===== config.mk =====
export PLATFORM = sky130hd
export DESIGN_NAME = usbsp_top
export DESIGN_NICKNAME = d
export VERILOG_FILES = /design/src/rtl/usbsp_top.v /design/src/rtl/usbsp_toggle.v /design/src/rtl/usbsp_susp_fsm.v
export VERILOG_INCLUDE_DIRS = /design/src /design/src/pkg
export SDC_FILE = /design/constraint.sdc
export NUM_CORES = 1
export LEC_CHECK = 0
export ABC_CLOCK_PERIOD_IN_PS = 5400
export BUFFER_PORTS_ARGS = -buffer_cell sky130_fd_sc_hd__buf_2
export CELL_PAD_IN_SITES_DETAIL_PLACEMENT = 1
export CELL_PAD_IN_SITES_GLOBAL_PLACEMENT = 1
export CORE_MARGIN = 5
export CORE_UTILIZATION = 40
export DETAILED_ROUTE_END_ITERATION = 8
export GPL_TIMING_DRIVEN = 1
export MAX_ROUTING_LAYER = met4
export PLACE_DENSITY_LB_ADDON = 0.08
export SYNTH_ARGS = -nofsm -noshare
export SYNTH_HDL_FRONTEND = slang
export SYNTH_SLANG_ARGS = --single-unit
export TNS_END_PERCENT = 20

===== constraint.sdc =====
create_clock -name ref_clk -period 5.4 [get_ports ref_clk]
set_input_delay 0.81 -clock ref_clk [delete_from_list [all_inputs] [get_ports ref_clk]]
set_output_delay 0.81 -clock ref_clk [all_outputs]
set_load 0.02 [all_outputs]

===== src/pkg/usbsp_consts.vh =====
// Constants for the suspend indicator and activity toggle block
`ifndef USBSP_CONSTS_VH
`define USBSP_CONSTS_VH

`define USBSP_CLK_HZ          125000000
`define USBSP_TOGGLE_HZ       10
// Half period of a 10 Hz toggle, in ref_clk cycles
`define USBSP_TOGGLE_HALF_CYC (`USBSP_CLK_HZ / (2 * `USBSP_TOGGLE_HZ))
`define USBSP_CNT_W           23

`define USBSP_ADDR_W          4
`define USBSP_DATA_W          32
`define USBSP_REG_CTRL        4'h0
`define USBSP_REG_STATUS      4'h4
`define USBSP_REG_IRQ_STAT    4'h8
`define USBSP_REG_IRQ_MASK    4'hC

`define USBSP_CTRL_TX_SEL     0
`define USBSP_CTRL_RX_SEL     1
`define USBSP_CTRL_GPIO4_OUT  2
`define USBSP_CTRL_GPIO5_OUT  3
`define USBSP_CTRL_GPIO4_OE   4
`define USBSP_CTRL_GPIO5_OE   5
`define USBSP_CTRL_RESET      6'h03

`define USBSP_IRQ_W           3
`define USBSP_IRQ_SUSP_ENTER  0
`define USBSP_IRQ_SUSP_EXIT   1
`define USBSP_IRQ_CONFIGURED  2

`endif


===== src/rtl/usbsp_top.v =====
// Suspend indicators, activity toggles and their register port
// How it works
// - Transmit toggle pin toggles during UART transmit, idles high.
// - Receive toggle pin toggles during UART receive, idles high.
// - Each activity pin selects between GPIO and its toggle function.
// - Active-high sleep pin is high in suspend, low otherwise.
// - Active-low sleep pin is the complement of the high one outside reset.
// - Bus suspend signalling enters suspend and asserts both sleep pins.
// - After reset, sleep pins stay asserted until configuration completes.
// - Resume, bus reset or device resume leaves suspend when configured.
// - During reset both sleep pins float with a weak pull up.
// - Suspend level and drive type of the activity pins come from OTP config.
// - Activity pins toggle at a fixed 10 Hz rate.
//
// Design decisions made here: the address-and-strobe port and the register offsets.
`timescale 1ns/100ps
`default_nettype none
`include "usbsp_consts.vh"

module usbsp_top
(
   input  wire                     ref_clk,
   input  wire                     srst,
   input  wire                     clk_en,
   input  wire                     bus_suspend,
   input  wire                     bus_resume,
   input  wire                     dev_resume,
   input  wire                     bus_reset,
   input  wire                     configured,
   input  wire                     uart_tx_busy,
   input  wire                     uart_rx_busy,
   input  wire                     otp_susp_level4,
   input  wire                     otp_susp_level5,
   input  wire                     otp_susp_od4,
   input  wire                     otp_susp_od5,
   input  wire                     gpio4_in,
   input  wire                     gpio5_in,
   input  wire [`USBSP_ADDR_W-1:0] reg_addr,
   input  wire [`USBSP_DATA_W-1:0] reg_wdata,
   input  wire                     reg_wr,
   input  wire                     reg_rd,
   output reg  [`USBSP_DATA_W-1:0] reg_rdata,
   output reg                      irq,
   output reg                      sleep_hi_out,
   output reg                      sleep_hi_oe_n,
   output reg                      sleep_lo_n_out,
   output reg                      sleep_lo_n_oe_n,
   output reg                      tx_activity_toggle_out,
   output reg                      tx_activity_toggle_oe_n,
   output reg                      rx_activity_toggle_out,
   output reg                      rx_activity_toggle_oe_n
);

   wire       suspended;
   wire       tx_tog;
   wire       rx_tog;
   reg        susp_q;
   reg        conf_q;
   reg  [5:0] ctrl_q;
   reg  [`USBSP_IRQ_W-1:0] irq_stat_q;
   reg  [`USBSP_IRQ_W-1:0] irq_mask_q;
   reg  [`USBSP_IRQ_W-1:0] irq_ev;
   reg  [`USBSP_IRQ_W-1:0] irq_stat_d;
   reg  [`USBSP_DATA_W-1:0] rdata_d;
   reg        pin4_out;
   reg        pin4_oe_n;
   reg        pin5_out;
   reg        pin5_oe_n;

   function is_addr;
      input [`USBSP_ADDR_W-1:0] a;
      input [`USBSP_ADDR_W-1:0] r;
      begin
         is_addr = (a == r);
      end
   endfunction

   usbsp_susp_fsm u_fsm
   (
      .ref_clk     (ref_clk),
      .srst        (srst),
      .clk_en      (clk_en),
      .bus_suspend (bus_suspend),
      .bus_resume  (bus_resume),
      .dev_resume  (dev_resume),
      .bus_reset   (bus_reset),
      .configured  (configured),
      .suspended   (suspended)
   );

   usbsp_toggle u_tx_tog
   (
      .ref_clk  (ref_clk),
      .srst     (srst),
      .clk_en   (clk_en),
      .active   (uart_tx_busy),
      .toggle_q (tx_tog)
   );

   usbsp_toggle u_rx_tog
   (
      .ref_clk  (ref_clk),
      .srst     (srst),
      .clk_en   (clk_en),
      .active   (uart_rx_busy),
      .toggle_q (rx_tog)
   );

   // Events for the interrupt status register
   always @*
   begin
      irq_ev = {`USBSP_IRQ_W{1'b0}};
      irq_ev[`USBSP_IRQ_SUSP_ENTER] = suspended & ~susp_q;
      irq_ev[`USBSP_IRQ_SUSP_EXIT]  = ~suspended & susp_q;
      irq_ev[`USBSP_IRQ_CONFIGURED] = configured & ~conf_q;
   end

   // Read clears status, a new event in the same cycle wins
   always @*
   begin
      irq_stat_d = irq_stat_q;
      if (reg_rd && is_addr(reg_addr, `USBSP_REG_IRQ_STAT))
         irq_stat_d = {`USBSP_IRQ_W{1'b0}};
      irq_stat_d = irq_stat_d | irq_ev;
   end

   always @*
   begin
      rdata_d = {`USBSP_DATA_W{1'b0}};
      if (is_addr(reg_addr, `USBSP_REG_CTRL))
         rdata_d[5:0] = ctrl_q;
      else if (is_addr(reg_addr, `USBSP_REG_STATUS))
         rdata_d[3:0] = {uart_rx_busy, uart_tx_busy, conf_q, susp_q};
      else if (is_addr(reg_addr, `USBSP_REG_IRQ_STAT))
         rdata_d[`USBSP_IRQ_W-1:0] = irq_stat_q;
      else if (is_addr(reg_addr, `USBSP_REG_IRQ_MASK))
         rdata_d[`USBSP_IRQ_W-1:0] = irq_mask_q;
   end

   // Pin muxing between GPIO, toggle function and OTP suspend setting
   always @*
   begin
      if (susp_q)
      begin
         pin4_out  = otp_susp_level4;
         pin4_oe_n = otp_susp_od4 & otp_susp_level4;
         pin5_out  = otp_susp_level5;
         pin5_oe_n = otp_susp_od5 & otp_susp_level5;
      end
      else
      begin
         if (ctrl_q[`USBSP_CTRL_TX_SEL])
         begin
            pin4_out  = tx_tog;
            pin4_oe_n = 1'b0;
         end
         else
         begin
            pin4_out  = ctrl_q[`USBSP_CTRL_GPIO4_OUT];
            pin4_oe_n = ~ctrl_q[`USBSP_CTRL_GPIO4_OE];
         end
         if (ctrl_q[`USBSP_CTRL_RX_SEL])
         begin
            pin5_out  = rx_tog;
            pin5_oe_n = 1'b0;
         end
         else
         begin
            pin5_out  = ctrl_q[`USBSP_CTRL_GPIO5_OUT];
            pin5_oe_n = ~ctrl_q[`USBSP_CTRL_GPIO5_OE];
         end
      end
   end

   always @(posedge ref_clk)
   begin
      if (srst)
      begin
         susp_q                  <= 1'b1;
         conf_q                  <= 1'b0;
         ctrl_q                  <= `USBSP_CTRL_RESET;
         irq_stat_q              <= {`USBSP_IRQ_W{1'b0}};
         irq_mask_q              <= {`USBSP_IRQ_W{1'b0}};
         reg_rdata               <= {`USBSP_DATA_W{1'b0}};
         irq                     <= 1'b0;
         sleep_hi_out            <= 1'b1;
         sleep_hi_oe_n           <= 1'b1;
         sleep_lo_n_out          <= 1'b1;
         sleep_lo_n_oe_n         <= 1'b1;
         tx_activity_toggle_out  <= 1'b1;
         tx_activity_toggle_oe_n <= 1'b1;
         rx_activity_toggle_out  <= 1'b1;
         rx_activity_toggle_oe_n <= 1'b1;
      end
      else if (clk_en)
      begin
         susp_q     <= suspended;
         conf_q     <= configured;
         irq_stat_q <= irq_stat_d;
         if (reg_wr && is_addr(reg_addr, `USBSP_REG_CTRL))
            ctrl_q <= reg_wdata[5:0];
         if (reg_wr && is_addr(reg_addr, `USBSP_REG_IRQ_MASK))
            irq_mask_q <= reg_wdata[`USBSP_IRQ_W-1:0];
         reg_rdata <= reg_rd ? rdata_d : {`USBSP_DATA_W{1'b0}};
         irq       <= |(irq_stat_d & irq_mask_q);
         sleep_hi_out            <= suspended;
         sleep_hi_oe_n           <= 1'b0;
         sleep_lo_n_out          <= ~suspended;
         sleep_lo_n_oe_n         <= 1'b0;
         tx_activity_toggle_out  <= pin4_out;
         tx_activity_toggle_oe_n <= pin4_oe_n;
         rx_activity_toggle_out  <= pin5_out;
         rx_activity_toggle_oe_n <= pin5_oe_n;
      end
   end

   // Data path between USB and UART lives outside this block
   wire unused_ok = gpio4_in ^ gpio5_in;

endmodule // usbsp_top

`default_nettype wire


===== src/rtl/usbsp_toggle.v =====
// Activity toggle generator for one direction
`timescale 1ns/100ps
`default_nettype none
`include "usbsp_consts.vh"

module usbsp_toggle
(
   input  wire ref_clk,
   input  wire srst,
   input  wire clk_en,
   input  wire active,
   output reg  toggle_q
);

   reg  [`USBSP_CNT_W-1:0] cnt_q;
   localparam [31:0]             HALF_M1_W = `USBSP_TOGGLE_HALF_CYC - 1;
   // Count fits the counter width, cut on purpose
   localparam [`USBSP_CNT_W-1:0] HALF_M1   = HALF_M1_W[`USBSP_CNT_W-1:0];

   always @(posedge ref_clk)
   begin
      if (srst)
      begin
         cnt_q    <= {`USBSP_CNT_W{1'b0}};
         toggle_q <= 1'b1;
      end
      else if (clk_en)
      begin
         if (!active)
         begin
            cnt_q    <= {`USBSP_CNT_W{1'b0}};
            toggle_q <= 1'b1;
         end
         else if (cnt_q == HALF_M1)
         begin
            cnt_q    <= {`USBSP_CNT_W{1'b0}};
            toggle_q <= ~toggle_q;
         end
         else
         begin
            cnt_q <= cnt_q + {{(`USBSP_CNT_W-1){1'b0}}, 1'b1};
         end
      end
   end

endmodule // usbsp_toggle

`default_nettype wire


===== src/rtl/usbsp_susp_fsm.v =====
// USB suspend state tracker
`timescale 1ns/100ps
`default_nettype none
`include "usbsp_consts.vh"

module usbsp_susp_fsm
(
   input  wire ref_clk,
   input  wire srst,
   input  wire clk_en,
   input  wire bus_suspend,
   input  wire bus_resume,
   input  wire dev_resume,
   input  wire bus_reset,
   input  wire configured,
   output wire suspended
);

   localparam [2:0] ST_UNCONF = 3'b001;
   localparam [2:0] ST_ACTIVE = 3'b010;
   localparam [2:0] ST_SUSP   = 3'b100;

   reg [2:0] state_q;
   reg [2:0] state_d;

   assign suspended = ~state_q[1];

   always @*
   begin
      state_d = state_q;
      case (state_q)
         ST_UNCONF:
            if (configured)
               state_d = ST_ACTIVE;
         ST_ACTIVE:
            if (bus_suspend)
               state_d = ST_SUSP;
         ST_SUSP:
            if (bus_resume || dev_resume || bus_reset)
               state_d = configured ? ST_ACTIVE : ST_UNCONF;
         default:
            state_d = ST_UNCONF;
      endcase
   end

   always @(posedge ref_clk)
   begin
      if (srst)
         state_q <= ST_UNCONF;
      else if (clk_en)
         state_q <= state_d;
   end

endmodule // usbsp_susp_fsm

`default_nettype wire


## Word level (Yosys, flattened, before mapping)

Index checks and enable logic that the tools add are counted.

| operators by class | value |
|---|---|
| add/sub/neg operators | 2 |
| equality and inequality tests | 13 |
| muxes and demuxes | 29 |
| bitwise operators | 14 |
| reduce and logical (&&, ||, !) cells | 12 |

Operators with widths:

| cell | number |
|---|---|
| 23-bit two-way mux | 4 |
| 23-bit by 1-bit adder with 23-bit output, second input constant | 2 |
| 23-bit equality test, second input constant | 2 |
| 3-bit two-way mux | 7 |
| 1-bit two-way mux | 13 |
| 3-bit one-hot mux with 3 select lines | 1 |
| 4-bit equality test, second input constant | 2 |
| 2-bit AND reduction | 4 |
| 1-bit inverter | 7 |
| 6-bit two-way mux | 1 |
| 2-bit by 1-bit != test with 1-bit output, second input constant | 3 |
| 1-bit bitwise AND | 5 |
| 4-bit by 3-bit equality test with 1-bit output, second input constant | 1 |
| 4-bit zero test | 1 |
| 2-bit two-way mux | 2 |
| 4-bit two-way mux | 1 |
| 2-bit != test, second input constant | 2 |
| 4-bit AND reduction | 1 |
| 3-bit bitwise AND | 1 |
| 3-bit by 1-bit equality test with 1-bit output, second input constant | 1 |
| 3-bit by 2-bit equality test with 1-bit output, second input constant | 1 |
| 3-bit equality test, second input constant | 1 |
| 1-bit logical AND | 3 |
| 3-bit OR | 1 |
| 2 further kinds | 3 |

| storage, ports and cells | value |
|---|---|
| bits in registers | 104 |
| word-level logic and storage cells | 88 |

## Logic depth before layout (Yosys ltp)

Gate-level depths: netlist of run 1.

| depth | value |
|---|---|
| word-level depth | 6 |
| mapped depth | 8 |
| mapped depth without buffers | 6 |

## Modules after synthesis

From an unflattened synthesis of run 1, not the netlist that was laid out.

| second synthesis, totals | value |
|---|---|
| cells, all modules | 474 |
| area, all modules | 4063.9 um^2 |

By module, submodules not included:

| module | times used | cells each | area an instance (um^2) | seq. area each (um^2) |
|---|---|---|---|---|
| usbsp_toggle | 2 | 141 | 1222.4 | 480.5 |
| usbsp_top | 1 | 168 | 1423.9 | 540.5 |
| usbsp_susp_fsm | 1 | 24 | 195.2 | 60.1 |

## Worst setup path after synthesis of run 1

OpenSTA, ideal clock, no wires.

| timing | value |
|---|---|
| path kind | in2reg |
| start | in reg_addr[1] |
| end | reg irq |
| library setup time | 137 ps |
| data arrival time | 1899 ps |
| required time | 5263 ps |
| slack | 3364 ps |
| stages | 6 |
| path through | or3b_1 buf_2 o21ai_1 o21ai_1 a222oi_1 a211oi_1 |

| between the ends | value |
|---|---|
| cells in the longest elaborated chain, start to end | 6 |

RTL lines:

| item | line | source |
|---|---|---|
| from (decl) | usbsp_top.v:38 | `` input wire [`USBSP_ADDR_W-1:0] reg_addr, `` |
| 4-bit equality test | usbsp_top.v:74 | `is_addr = (a == r);` |
| 1-bit logical AND | usbsp_top.v:122 | `` if (reg_rd && is_addr(reg_addr, `USBSP_REG_IRQ_STAT)) `` |
| 3-bit two-way mux | usbsp_top.v:122 |  |
| 3-bit OR | usbsp_top.v:124 | `irq_stat_d = irq_stat_d \| irq_ev;` |
| 3-bit bitwise AND | usbsp_top.v:205 | `irq <= \|(irq_stat_d & irq_mask_q);` |
| 3-bit OR reduction | usbsp_top.v:205 |  |
| to (signal assigned) | usbsp_top.v:205 |  |
| to (decl) | usbsp_top.v:43 | `output reg irq,` |

No other way between the ends.
A chain may end at the register's enable or synchronous reset.

==> summary.txt, run 1 <==
Critical path
  • Reg2reg setup slack: 3.13 ns
  • Crit Path Class: input port to flip-flop
  • Req. time, crit path: 5.63 ns
  • Crit. End Element: flip-flop
  • Launch point of the worst reg-to-reg path: u_rx_tog.cnt_q[0]
  • RR Endpoint: u_rx_tog.cnt_q[6]
  • Largest fanout on the critical path: 39
  • Worst setup SP type: input port
  • Register-to-Register Path Depth: 6
  • Critical Path AT: 2.92 ns

Route
  • DRC: 0
  • Vias per cell: 5.29
  • Detailed Route WL: 9640 um
  • DR pass1 iterations: 4
  • Total number of vias: 3404
  • DRT iter0 DRCs: 121
  • Post-route ant nets: 0
  • WL/cell: 15.0 um

STA
  • Clock skew: 0.0114 ns
  • Tightest Pin Transition: 1.02 ns
  • Hold Violations, Final: 0
  • Slew HR: 0.318
  • Tmin final: 2.69 ns
  • Tcrit/Tclk final: 0.497
  • TNS Setup: 0 ns
  • RSZ-0062 raised after global routing: no
  • Max-slew violations: 0
  • Final setup viols: 0
  • Fmax: 372 MHz

Yosys
  • Post-synth ARST share: 0
  • Complex-gate fraction of the synthesized area: 0.132
  • Xor/xnor share of the synthesized area: 0.0670
  • Syn_area_per_cell: 8.48 um^2
  • Synth warnings: 0
  • Ys flop type: dfxtp_1
  • Post-synth EDFFs: 0
  • Post-Synthesis Cell Area: 4050 um^2
  • Yosys cell types: 63
  • Largest family of logic cells by synthesized area: simple AND/OR/NAND/NOR gates
  • Cell count after synthesis: 478
  • Synth Area in Simple Gates: 0.289
  • Sequential area share after synthesis: 0.385
  • Flip-flop and latch count after synthesis: 78
  • Synth Area in Adders: 0.00618
  • Fraction of synthesized area in multiplexers: 0.0346

Die
  • Placement Rows: 36
  • I/O pins: 95
  • Core box area: 9820 um^2
  • Die ar.: 12200 um^2
  • Die X: 111 um
  • Starting Density: 0.413
  • Die H: 111 um

Clocking
  • Post-CTS sizing: 0
  • H-tree levels: 3
  • Post-CTS setup buffers: 0
  • Root Driver: clkbuf_8
  • CTS buffer count: 9
  • CTS sink count: 78
  • Clk Latency, worst-skew pair: 0.36 ns
  • Hold-fix buffers, CTS: 0
  • CTS tree: yes
  • CTS Buffer Depth: 2
  • Clock Pin Slew Worst Setup and Hold Paths: 0.08 ns

Final layout
  • Layout cell share with drive strength beyond 1: 0.143
  • Most frequent cells in the layout: 78 x dfxtp_1, 64 x nor2_1, 41 x nand2_1, 40 x buf_2, 26 x conb_1
  • Most common cell after layout, fill and taps aside: dfxtp_1
  • Fillers: 1207
  • Layout area overhead: 8.86%
  • Inserted Diodes: 0
  • Sequential Area: 1560 um^2
  • Final nets: 561
  • Multi-input gate area: 2240 um^2

Pwr
  • Pleak: 1.61 nW
  • Power Total: 1.18 mW
  • Sequential share of power: 0.503
  • Sw frac: 0.249
  • VDD IR-drop max: 212 uV
  • Logic pwr share: 0.082
  • Clk pwr share: 0.415
  • Psw: 294 uW
  • Power Density: 267 nW/um^2
  • Cell internal pwr: 883 uW

Place
  • PortBufs: 40
  • Placed wire-length estimate: 6790 um
  • RD Place Congestion: 0.804

Global routing
  • Initial antenna violation count: 0
  • Vias in the first global route: 3395
  • Total gr overflow: 0
  • Global-route wire length before repair: 16600 um
  • GRT Total Usage: 0.166
  • Largest net degree at the start of global routing: 55

Hold path
  • Min-delay src: sleep_lo_n_out
  • Hold path depth: 2
  • Min-delay worst type: flip-flop to flip-flop
  • Worst Hold End: sleep_lo_n_out

Status
  • Status: complete, no violations

Flow run
  • Max-Cap Viols: 0
logic make-up (layout without fill, tap and decap cells):
group | Yosys count | in the layout
compound gates | 78 | 78
xor+xnor | 31 | 31
fa+ha+maj | 2 | 2
buf+inv | 56 | 63
flops | 78 | 78
mux | 14 | 14
other cells | 1 | 26
simple gates | 218 | 218
critical path: stages:
cell,delay [ns]
buf_2,0.56
inv_2,0.43
nor3_1,0.64
and4_1,0.29
xnor2_1,0.12
nor2_1,0.05
worst max path at each step:
stage               slack [ns]            endpoint        start  cells past startpoint
detailed placement        2.37  u_tx_tog.cnt_q[11]       clk_en                      6
finish                    2.71  u_tx_tog.cnt_q[11]       clk_en                      6
CTS                       2.74  u_tx_tog.cnt_q[11]       clk_en                      6
floorplan                 3.36                 irq  reg_addr[1]                      6
global placement          2.33  u_tx_tog.cnt_q[11]       clk_en                      6
global route              2.60  u_tx_tog.cnt_q[11]       clk_en                      6
metal layers:
metal,vias up,GRT usage,share of wire
met3,12,0.0492,0.039
li1,1699,-,-
met4,0,0.0394,0.0096
met2,56,0.265,0.47
met5,-,-,0
met1,1637,0.206,0.48
layout make-up:
class	instances	area share
clock buffer	12	0.0329
clock inverter	4	0.0159
inverter	7	0.00596
multi-input combinational	369	0.508
sequential	78	0.354
tap	133	0.0377
timing repair buffer	40	0.0454
cells in the mapped netlist, drive strengths merged, types with 2 or more instances:
library cell	count	share of area
mux2i	14	0.035
nand2b	4	0.0062
inv	7	0.0065
and4	5	0.011
nand3b	2	0.0037
o31ai	2	0.0037
and2	2	0.0031
a211o	5	0.011
nor3	22	0.035
a32oi	3	0.0065
a31oi	6	0.0093
o21bai	3	0.0083
o211ai	3	0.0056
nand3	22	0.028
clkbuf	10	0.0093
a221o	2	0.0049
nor4b	3	0.0080
nand4	16	0.026
nor2b	6	0.0093
nor4	9	0.023
a21o	2	0.0037
xnor2	18	0.039
xor2	13	0.028
a21oi	16	0.020
o21ai	21	0.027
or3	6	0.0093
nor2	66	0.062
nor3b	2	0.0037
buf	39	0.069
ha	2	0.0062
nand2	42	0.040
dfxtp	78	0.39
and3	4	0.0062
a22oi	9	0.017
nand4b	2	0.0043
stage by stage:
stage               hold slack (ns)   util  instances  setup slack [ns]  cell area [um^2]
CTS                           0.469  0.449        643              2.74              4410
finish                        0.458  0.449        643              2.71              4410
global route                  0.498  0.449        643              2.60              4410
detailed placement            0.454  0.427        627              2.37              4200
global placement              0.438  0.427        627              2.33              4200
floorplan                     0.466      -        503              3.36              4150
power groups by stage:
stage / Combinational [mW] / Sequential, mW / Clock, mW
after CTS: 0.0974 / 0.592 / 0.505
after global placement: 0.0954 / 0.606 / 0
after floorplan: 0.0821 / 0.608 / 0
after detailed placement: 0.0971 / 0.606 / 0
final: 0.0967 / 0.592 / 0.488
after global routing: 0.107 / 0.594 / 0.532
sequential cells by signal, indices dropped and copies added (netlist names), 3 cells and up:
name	cells
u_rx_tog.cnt_q	23
u_tx_tog.cnt_q	23
ctrl_q	6
reg_rdata	6
irq_mask_q	3
irq_stat_q	3
u_fsm.state_q	3
Power figures use the tool's default switching activity.
==> run 2, diff against run 1 <==
--- a/config.mk
+++ b/config.mk
@@ -6,7 +6,7 @@
 export SDC_FILE = /design/constraint.sdc
 export NUM_CORES = 1
 export LEC_CHECK = 0
-export ABC_CLOCK_PERIOD_IN_PS = 5400
+export ABC_CLOCK_PERIOD_IN_PS = 2500
 export BUFFER_PORTS_ARGS = -buffer_cell sky130_fd_sc_hd__buf_2
 export CELL_PAD_IN_SITES_DETAIL_PLACEMENT = 1
 export CELL_PAD_IN_SITES_GLOBAL_PLACEMENT = 1
==> constraint.sdc (replaced) <==
create_clock -name ref_clk -period 2.5 [get_ports ref_clk]
set_input_delay 0.375 -clock ref_clk [delete_from_list [all_inputs] [get_ports ref_clk]]
set_output_delay 0.375 -clock ref_clk [all_outputs]
set_load 0.02 [all_outputs]
==> run 2 against run 1 <==
Die area unchanged. Total power increased by 130%. Flip-flop and latch count unchanged. Final cell count increased by 0.93%. Via count increased by 2.6%. Largest power group unchanged. Core utilization increased by 0.82 points. Combinational power increased by 130%.
==> summary.txt, run 2 (synthesis results as in run 1) <==
Critical path
  • Crit Path Class: flip-flop to flip-flop
  • Largest fanout on the critical path: 17
  • Crit. End Element: flip-flop
  • Critical Path AT: 2.29 ns
  • Launch point of the worst reg-to-reg path: u_tx_tog.cnt_q[0]
  • Critical path launch point: u_tx_tog.cnt_q[0]
  • Worst setup SP type: flip-flop
  • RR Endpoint: u_tx_tog.cnt_q[8]
  • Req. time, crit path: 2.75 ns
  • CP endpoint: u_tx_tog.cnt_q[8]
  • Reg2reg setup slack: 0.46 ns
  • Register-to-Register Path Depth: 6

Pwr
  • Cell internal pwr: 1.99 mW
  • Pleak: 1.64 nW
  • Clk pwr share: 0.435
  • Logic pwr share: 0.083
  • Power Total: 2.66 mW
  • Power Density: 591 nW/um^2
  • VDD IR-drop max: 345 uV
  • Sw frac: 0.250
  • Psw: 665 uW
  • Sequential share of power: 0.482

Die
  • Placement Rows: 36
  • Die ar.: 12200 um^2
  • Core box area: 9820 um^2
  • I/O pins: 95
  • Starting Density: 0.413
  • Die X: 111 um
  • Die H: 111 um

Final layout
  • Final nets: 567
  • Layout cell share with drive strength beyond 1: 0.155
  • Regs by FF count: u_rx_tog.cnt_q: 23 flops, u_tx_tog.cnt_q: 23 flops
  • Layout Cells excl Fill: 649
  • Most frequent cells in the layout: 78 x dfxtp_1, 64 x nor2_1, 41 x nand2_1, 40 x buf_2, 26 x conb_1
  • Most common cell after layout, fill and taps aside: dfxtp_1
  • Layout area overhead: 10.8%
  • Inserted Diodes: 0

Clocking
  • H-tree levels: 3
  • Clock Pin Slew Worst Setup and Hold Paths: 0.09 ns
  • CTS buffer count: 9
  • Clk Latency, worst-skew pair: 0.37 ns
  • Post-CTS sizing: 0
  • CTS sink count: 78
  • CTS Buffer Depth: 2
  • Post-CTS setup buffers: 0
  • CTS tree: yes
  • Hold-fix buffers, CTS: 0
  • Root Driver: clkbuf_8

STA
  • Final hold slack: 0.228 ns
  • Final setup viols: 0
  • Final setup margin: 0.455 ns
  • Tmin final: 2.04 ns
  • Fmax: 489 MHz
  • RSZ-0062 raised after global routing: no
  • Clock skew: 0.0113 ns
  • Max-slew violations: 0
  • TNS Setup: 0 ns
  • Tcrit/Tclk final: 0.818
  • Hold Violations, Final: 0
  • Tightest Pin Transition: 0.701 ns
  • Slew HR: 0.532

Hold path
  • Min-delay src: reg_wdata[0]
  • Hold path depth: 2
  • Min-delay worst type: input port to flip-flop

Place
  • Placed wire-length estimate: 7340 um
  • RD Place Congestion: 0.815
  • Post-Place Setup Slack: 0.439 ns
  • Placed insts: 633
  • PortBufs: 40

Global routing
  • Largest net degree at the start of global routing: 39
  • Vias in the first global route: 3547
  • Total gr overflow: 0
  • Global-route wire length before repair: 17100 um
  • Initial antenna violation count: 0
  • GRT Total Usage: 0.174

Route
  • WL/cell: 15.4 um
  • DRC: 0
  • Vias per cell: 5.38
  • DR pass1 iterations: 4
  • Total number of vias: 3491
  • DRT iter0 DRCs: 82
  • Detailed Route WL: 9970 um
  • Post-route ant nets: 0

Status
  • Status: complete, no violations

Flow run
  • Max-Cap Viols: 0
## run 2: layout make-up
cell class              count  area, um^2
multi-input cells         369        2240
repair buffers             46         258
inverters                   7        26.3
fillers                  1226        5330
clock buffers              10         128
flip-flops and latches     78        1560
well taps                 133         166
clock inverters             6         110
## run 2: worst min path at each step
stage                               to  slack, ns
6_report                     ctrl_q[0]       0.23
5_1_grt                      ctrl_q[0]       0.22
4_1_cts                      ctrl_q[0]       0.21
3_5_place_dp   tx_activity_toggle_oe_n       0.45
3_3_place_gp            sleep_lo_n_out       0.44
2_1_floorplan            irq_mask_q[1]       0.47
## run 2: critical path, cell delays in order, from the launching register on
cell and delay, ns:
dfxtp_1 0.40, ha_1 0.26, and4b_1 0.26, nand4_1 0.14
o31a_4 0.40, o21bai_4 0.36, nor2_1 0.10
## run 2: metrics by stage
step / util / area, um^2
after floorplan: - / 4150
after global placement: 0.433 / 4250
after CTS: 0.457 / 4490
final: 0.457 / 4490
after global routing: 0.457 / 4490
after detailed placement: 0.433 / 4250
## run 2: power by group through the flow
stage	sequential (mW)	combinational (mW)	clock, mW
CTS	1.28	0.221	1.20
finish	1.28	0.220	1.16
global placement	1.31	0.216	0
global route	1.28	0.242	1.25
detailed placement	1.31	0.220	0
floorplan	1.31	0.177	0
## run 2: metal layers
| metal | track usage | vias up | share of wire |
|---|---|---|---|
| li1 | - | 1719 | - |
| met1 | 0.203 | 1703 | 0.46 |
| met2 | 0.291 | 60 | 0.49 |
| met3 | 0.0542 | 9 | 0.038 |
| met4 | 0.0411 | 0 | 0.0089 |
| met5 | - | - | 0 |
==> run 3, diff against run 2 <==
--- a/config.mk
+++ b/config.mk
@@ -6,12 +6,13 @@
 export SDC_FILE = /design/constraint.sdc
 export NUM_CORES = 1
 export LEC_CHECK = 0
-export ABC_CLOCK_PERIOD_IN_PS = 2500
+export ABC_AREA = 1
+export ABC_CLOCK_PERIOD_IN_PS = 1900
 export BUFFER_PORTS_ARGS = -buffer_cell sky130_fd_sc_hd__buf_2
 export CELL_PAD_IN_SITES_DETAIL_PLACEMENT = 1
 export CELL_PAD_IN_SITES_GLOBAL_PLACEMENT = 1
 export CORE_MARGIN = 5
-export CORE_UTILIZATION = 40
+export CORE_UTILIZATION = 38
 export DETAILED_ROUTE_END_ITERATION = 8
 export GPL_TIMING_DRIVEN = 1
 export MAX_ROUTING_LAYER = met4
==> constraint.sdc (replaced) <==
create_clock -name ref_clk -period 1.9 [get_ports ref_clk]
set_input_delay 0.285 -clock ref_clk [delete_from_list [all_inputs] [get_ports ref_clk]]
set_output_delay 0.285 -clock ref_clk [all_outputs]
set_load 0.02 [all_outputs]
==> run 3 against run 2 <==
Fmax is 17% higher. First-iteration DRC count grew to 3.1 times the previous value. Synthesized area is 6.7% higher. Clock power is 41% higher. Core utilization is 2.6 points lower. Critical path depth is 3 higher. Sequential share of layout area is 2.7 points lower. Setup slack worse by 0.30 ns. Critical path type unchanged. Critical endpoint is now u_tx_tog.cnt_q[7].
==> summary.txt, run 3 <==
Yosys
  • Fraction of synthesized area in multiplexers: 0.00463
  • Sequential area share after synthesis: 0.361
  • Synth Area in Simple Gates: 0.384
  • Complex-gate fraction of the synthesized area: 0.0712
  • Xor/xnor share of the synthesized area: 0.0324
  • Flip-flop and latch count after synthesis: 78
  • Yosys cell types: 36
  • Post-Synthesis Cell Area: 4320 um^2
  • Post-synth EDFFs: 0
  • Synth area leader: dfxtp_1
  • Largest family of logic cells by synthesized area: simple AND/OR/NAND/NOR gates
  • Top cell type's share of synthesized area: 0.361
  • Synth Area in Adders: 0.00579
  • Cell count after synthesis: 654
  • Synth warnings: 0
  • Ys flop type: dfxtp_1
  • Synth area leaders: dfxtp_1 36%, nand2_1 13%, nor2_1 10%, inv_1 6.8%, nand3_1 5.7%
  • Count leader, synth: nand2_1
  • Post-synth ARST share: 0
  • Commonest cells post-synth: 153 x nand2_1, 119 x nor2_1, 78 x dfxtp_1, 78 x inv_1, 49 x nand3_1
  • Syn_area_per_cell: 6.61 um^2

Die
  • Starting Density: 0.384
  • Placement Rows: 39
  • Die X: 117 um
  • I/O pins: 95
  • Die H: 117 um
  • Core box area: 11300 um^2
  • Die ar.: 13600 um^2

Global routing
  • GRT Total Usage: 0.189
  • Largest net degree at the start of global routing: 27
  • Vias in the first global route: 4009
  • Initial antenna violation count: 0
  • Total gr overflow: 0
  • Global-route wire length before repair: 19600 um

Critical path
  • Worst setup SP type: flip-flop
  • Register-to-Register Path Depth: 9
  • Req. time, crit path: 2.14 ns
  • Crit. End Element: flip-flop
  • Crit Path Class: flip-flop to flip-flop
  • Critical Path AT: 1.98 ns
  • Largest fanout on the critical path: 21

Final layout
  • Final nets: 753
  • Inserted Diodes: 0
  • Layout area overhead: 12.5%
  • Regs by FF count: u_rx_tog.cnt_q: 23 flops, u_tx_tog.cnt_q: 23 flops
  • Most frequent cells in the layout: 153 x nand2_1, 119 x nor2_1, 78 x inv_1, 78 x dfxtp_1, 49 x nand3_1
  • Layout cell share with drive strength beyond 1: 0.128
  • Final core occ: 0.431
  • Most common cell after layout, fill and taps aside: nand2_1

Clocking
  • Post-CTS sizing: 0
  • H-tree levels: 3
  • CTS Buffer Depth: 2
  • Post-CTS setup buffers: 0
  • CTS tree: yes
  • Root Driver: clkbuf_16
  • CTS buffer count: 9
  • CTS sink count: 78
  • Clock Pin Slew Worst Setup and Hold Paths: 0.06 ns
  • Clk Latency, worst-skew pair: 0.34 ns
  • Hold-fix buffers, CTS: 0

Place
  • PortBufs: 40
  • RD Place Congestion: 0.840
  • Post-Place Setup Slack: 0.159 ns
  • Placed wire-length estimate: 9020 um

Pwr
  • Sequential share of power: 0.464
  • Clk pwr share: 0.441
  • Sw frac: 0.259
  • Cell internal pwr: 2.73 mW
  • Psw: 955 uW
  • Power Density: 759 nW/um^2
  • Pleak: 2.18 nW
  • Logic pwr share: 0.096
  • VDD IR-drop max: 388 uV
  • Power Total: 3.69 mW

STA
  • Fmax: 574 MHz
  • Final setup viols: 0
  • Tmin final: 1.74 ns
  • Hold Violations, Final: 0
  • TNS Setup: 0 ns
  • Tightest Pin Transition: 0.502 ns
  • Tcrit/Tclk final: 0.918
  • RSZ-0062 raised after global routing: no
  • Max-slew violations: 0
  • Final hold slack: 0.188 ns
  • Final setup margin: 0.156 ns
  • Clock skew: 0.00550 ns
  • Slew HR: 0.663

Flow run
  • Max-Cap Viols: 0

Hold path
  • Hold path depth: 3
  • Min-delay worst type: input port to flip-flop

Route
  • Total number of vias: 4000
  • Detailed Route WL: 11800 um
  • Vias per cell: 4.74
  • Post-route ant nets: 0
  • DRT iter0 DRCs: 252
  • DR pass1 iterations: 4
  • DRC: 0
  • WL/cell: 13.9 um

Status
  • Status: complete, no violations
-- run 3: cell count changes in the layout (fill, tap and decap cells not counted), sizes merged, moves of 32 or more --
cell   before  now
nand3      22   54
nor2       66  129
nand2      42  160
inv         7   83
-- run 3: cells by family after synthesis --
kind of cell               Yosys count
adders and majority gates            2
and+or+nand+nor                    375
AOI/OAI and AO/OA                   57
DFF                                 78
muxes                                2
buffers and inverters              123
other                                1
xor gates and xnor gates            16
-- run 3: layer usage --
metal	vias to the layer above	share of wire	global-route usage
met5	-	0	-
met4	0	0.018	0.0635
met3	15	0.023	0.0404
met2	44	0.47	0.294
met1	1847	0.49	0.245
li1	2094	-	-
-- run 3: path summary, 6_finish.rpt --
kind                           from                 to  slack, ns
setup / recovery  u_tx_tog.cnt_q[0]  u_tx_tog.cnt_q[7]       0.16
hold / removal         reg_wdata[4]          ctrl_q[4]       0.19
setup reg to reg  u_tx_tog.cnt_q[0]  u_tx_tog.cnt_q[7]       0.16
hold reg to reg        reg_rdata[1]       reg_rdata[1]       0.47
-- run 3: worst max-delay path: stages, from the launching register on --
cell,delay [ns]
dfxtp_1,0.40
ha_1,0.25
nand3_1,0.10
nor2_1,0.20
nand3_1,0.12
nand2_1,0.09
nand2_1,0.14
nand2_2,0.11
buf_12,0.16
nor2_1,0.05
-- run 3: final cells by class --
type / instances / area, um^2
Timing Repair Buffer: 47 / 290
Multi-Input combinational cell: 478 / 2250
Clock buffer: 14 / 264
Sequential cell: 78 / 1560
Clock inverter: 1 / 5.00
Inverter: 83 / 312
Tap cell: 143 / 179
Fill cell: 1502 / 6410
-- run 3: power by group through the flow --
stage,registers (mW),logic (mW),clock network (mW)
after floorplan,1.75,0.263,0
after global placement,1.74,0.345,0
after detailed placement,1.75,0.355,0
after CTS,1.71,0.358,1.69
after global routing,1.71,0.399,1.78
final,1.71,0.354,1.63
-- run 3: through the flow --
step | instance area [um^2] | instances
after floorplan | 4420 | 679
after global placement | 4590 | 829
after detailed placement | 4590 | 829
after CTS | 4860 | 844
after global routing | 4860 | 844
final | 4860 | 844
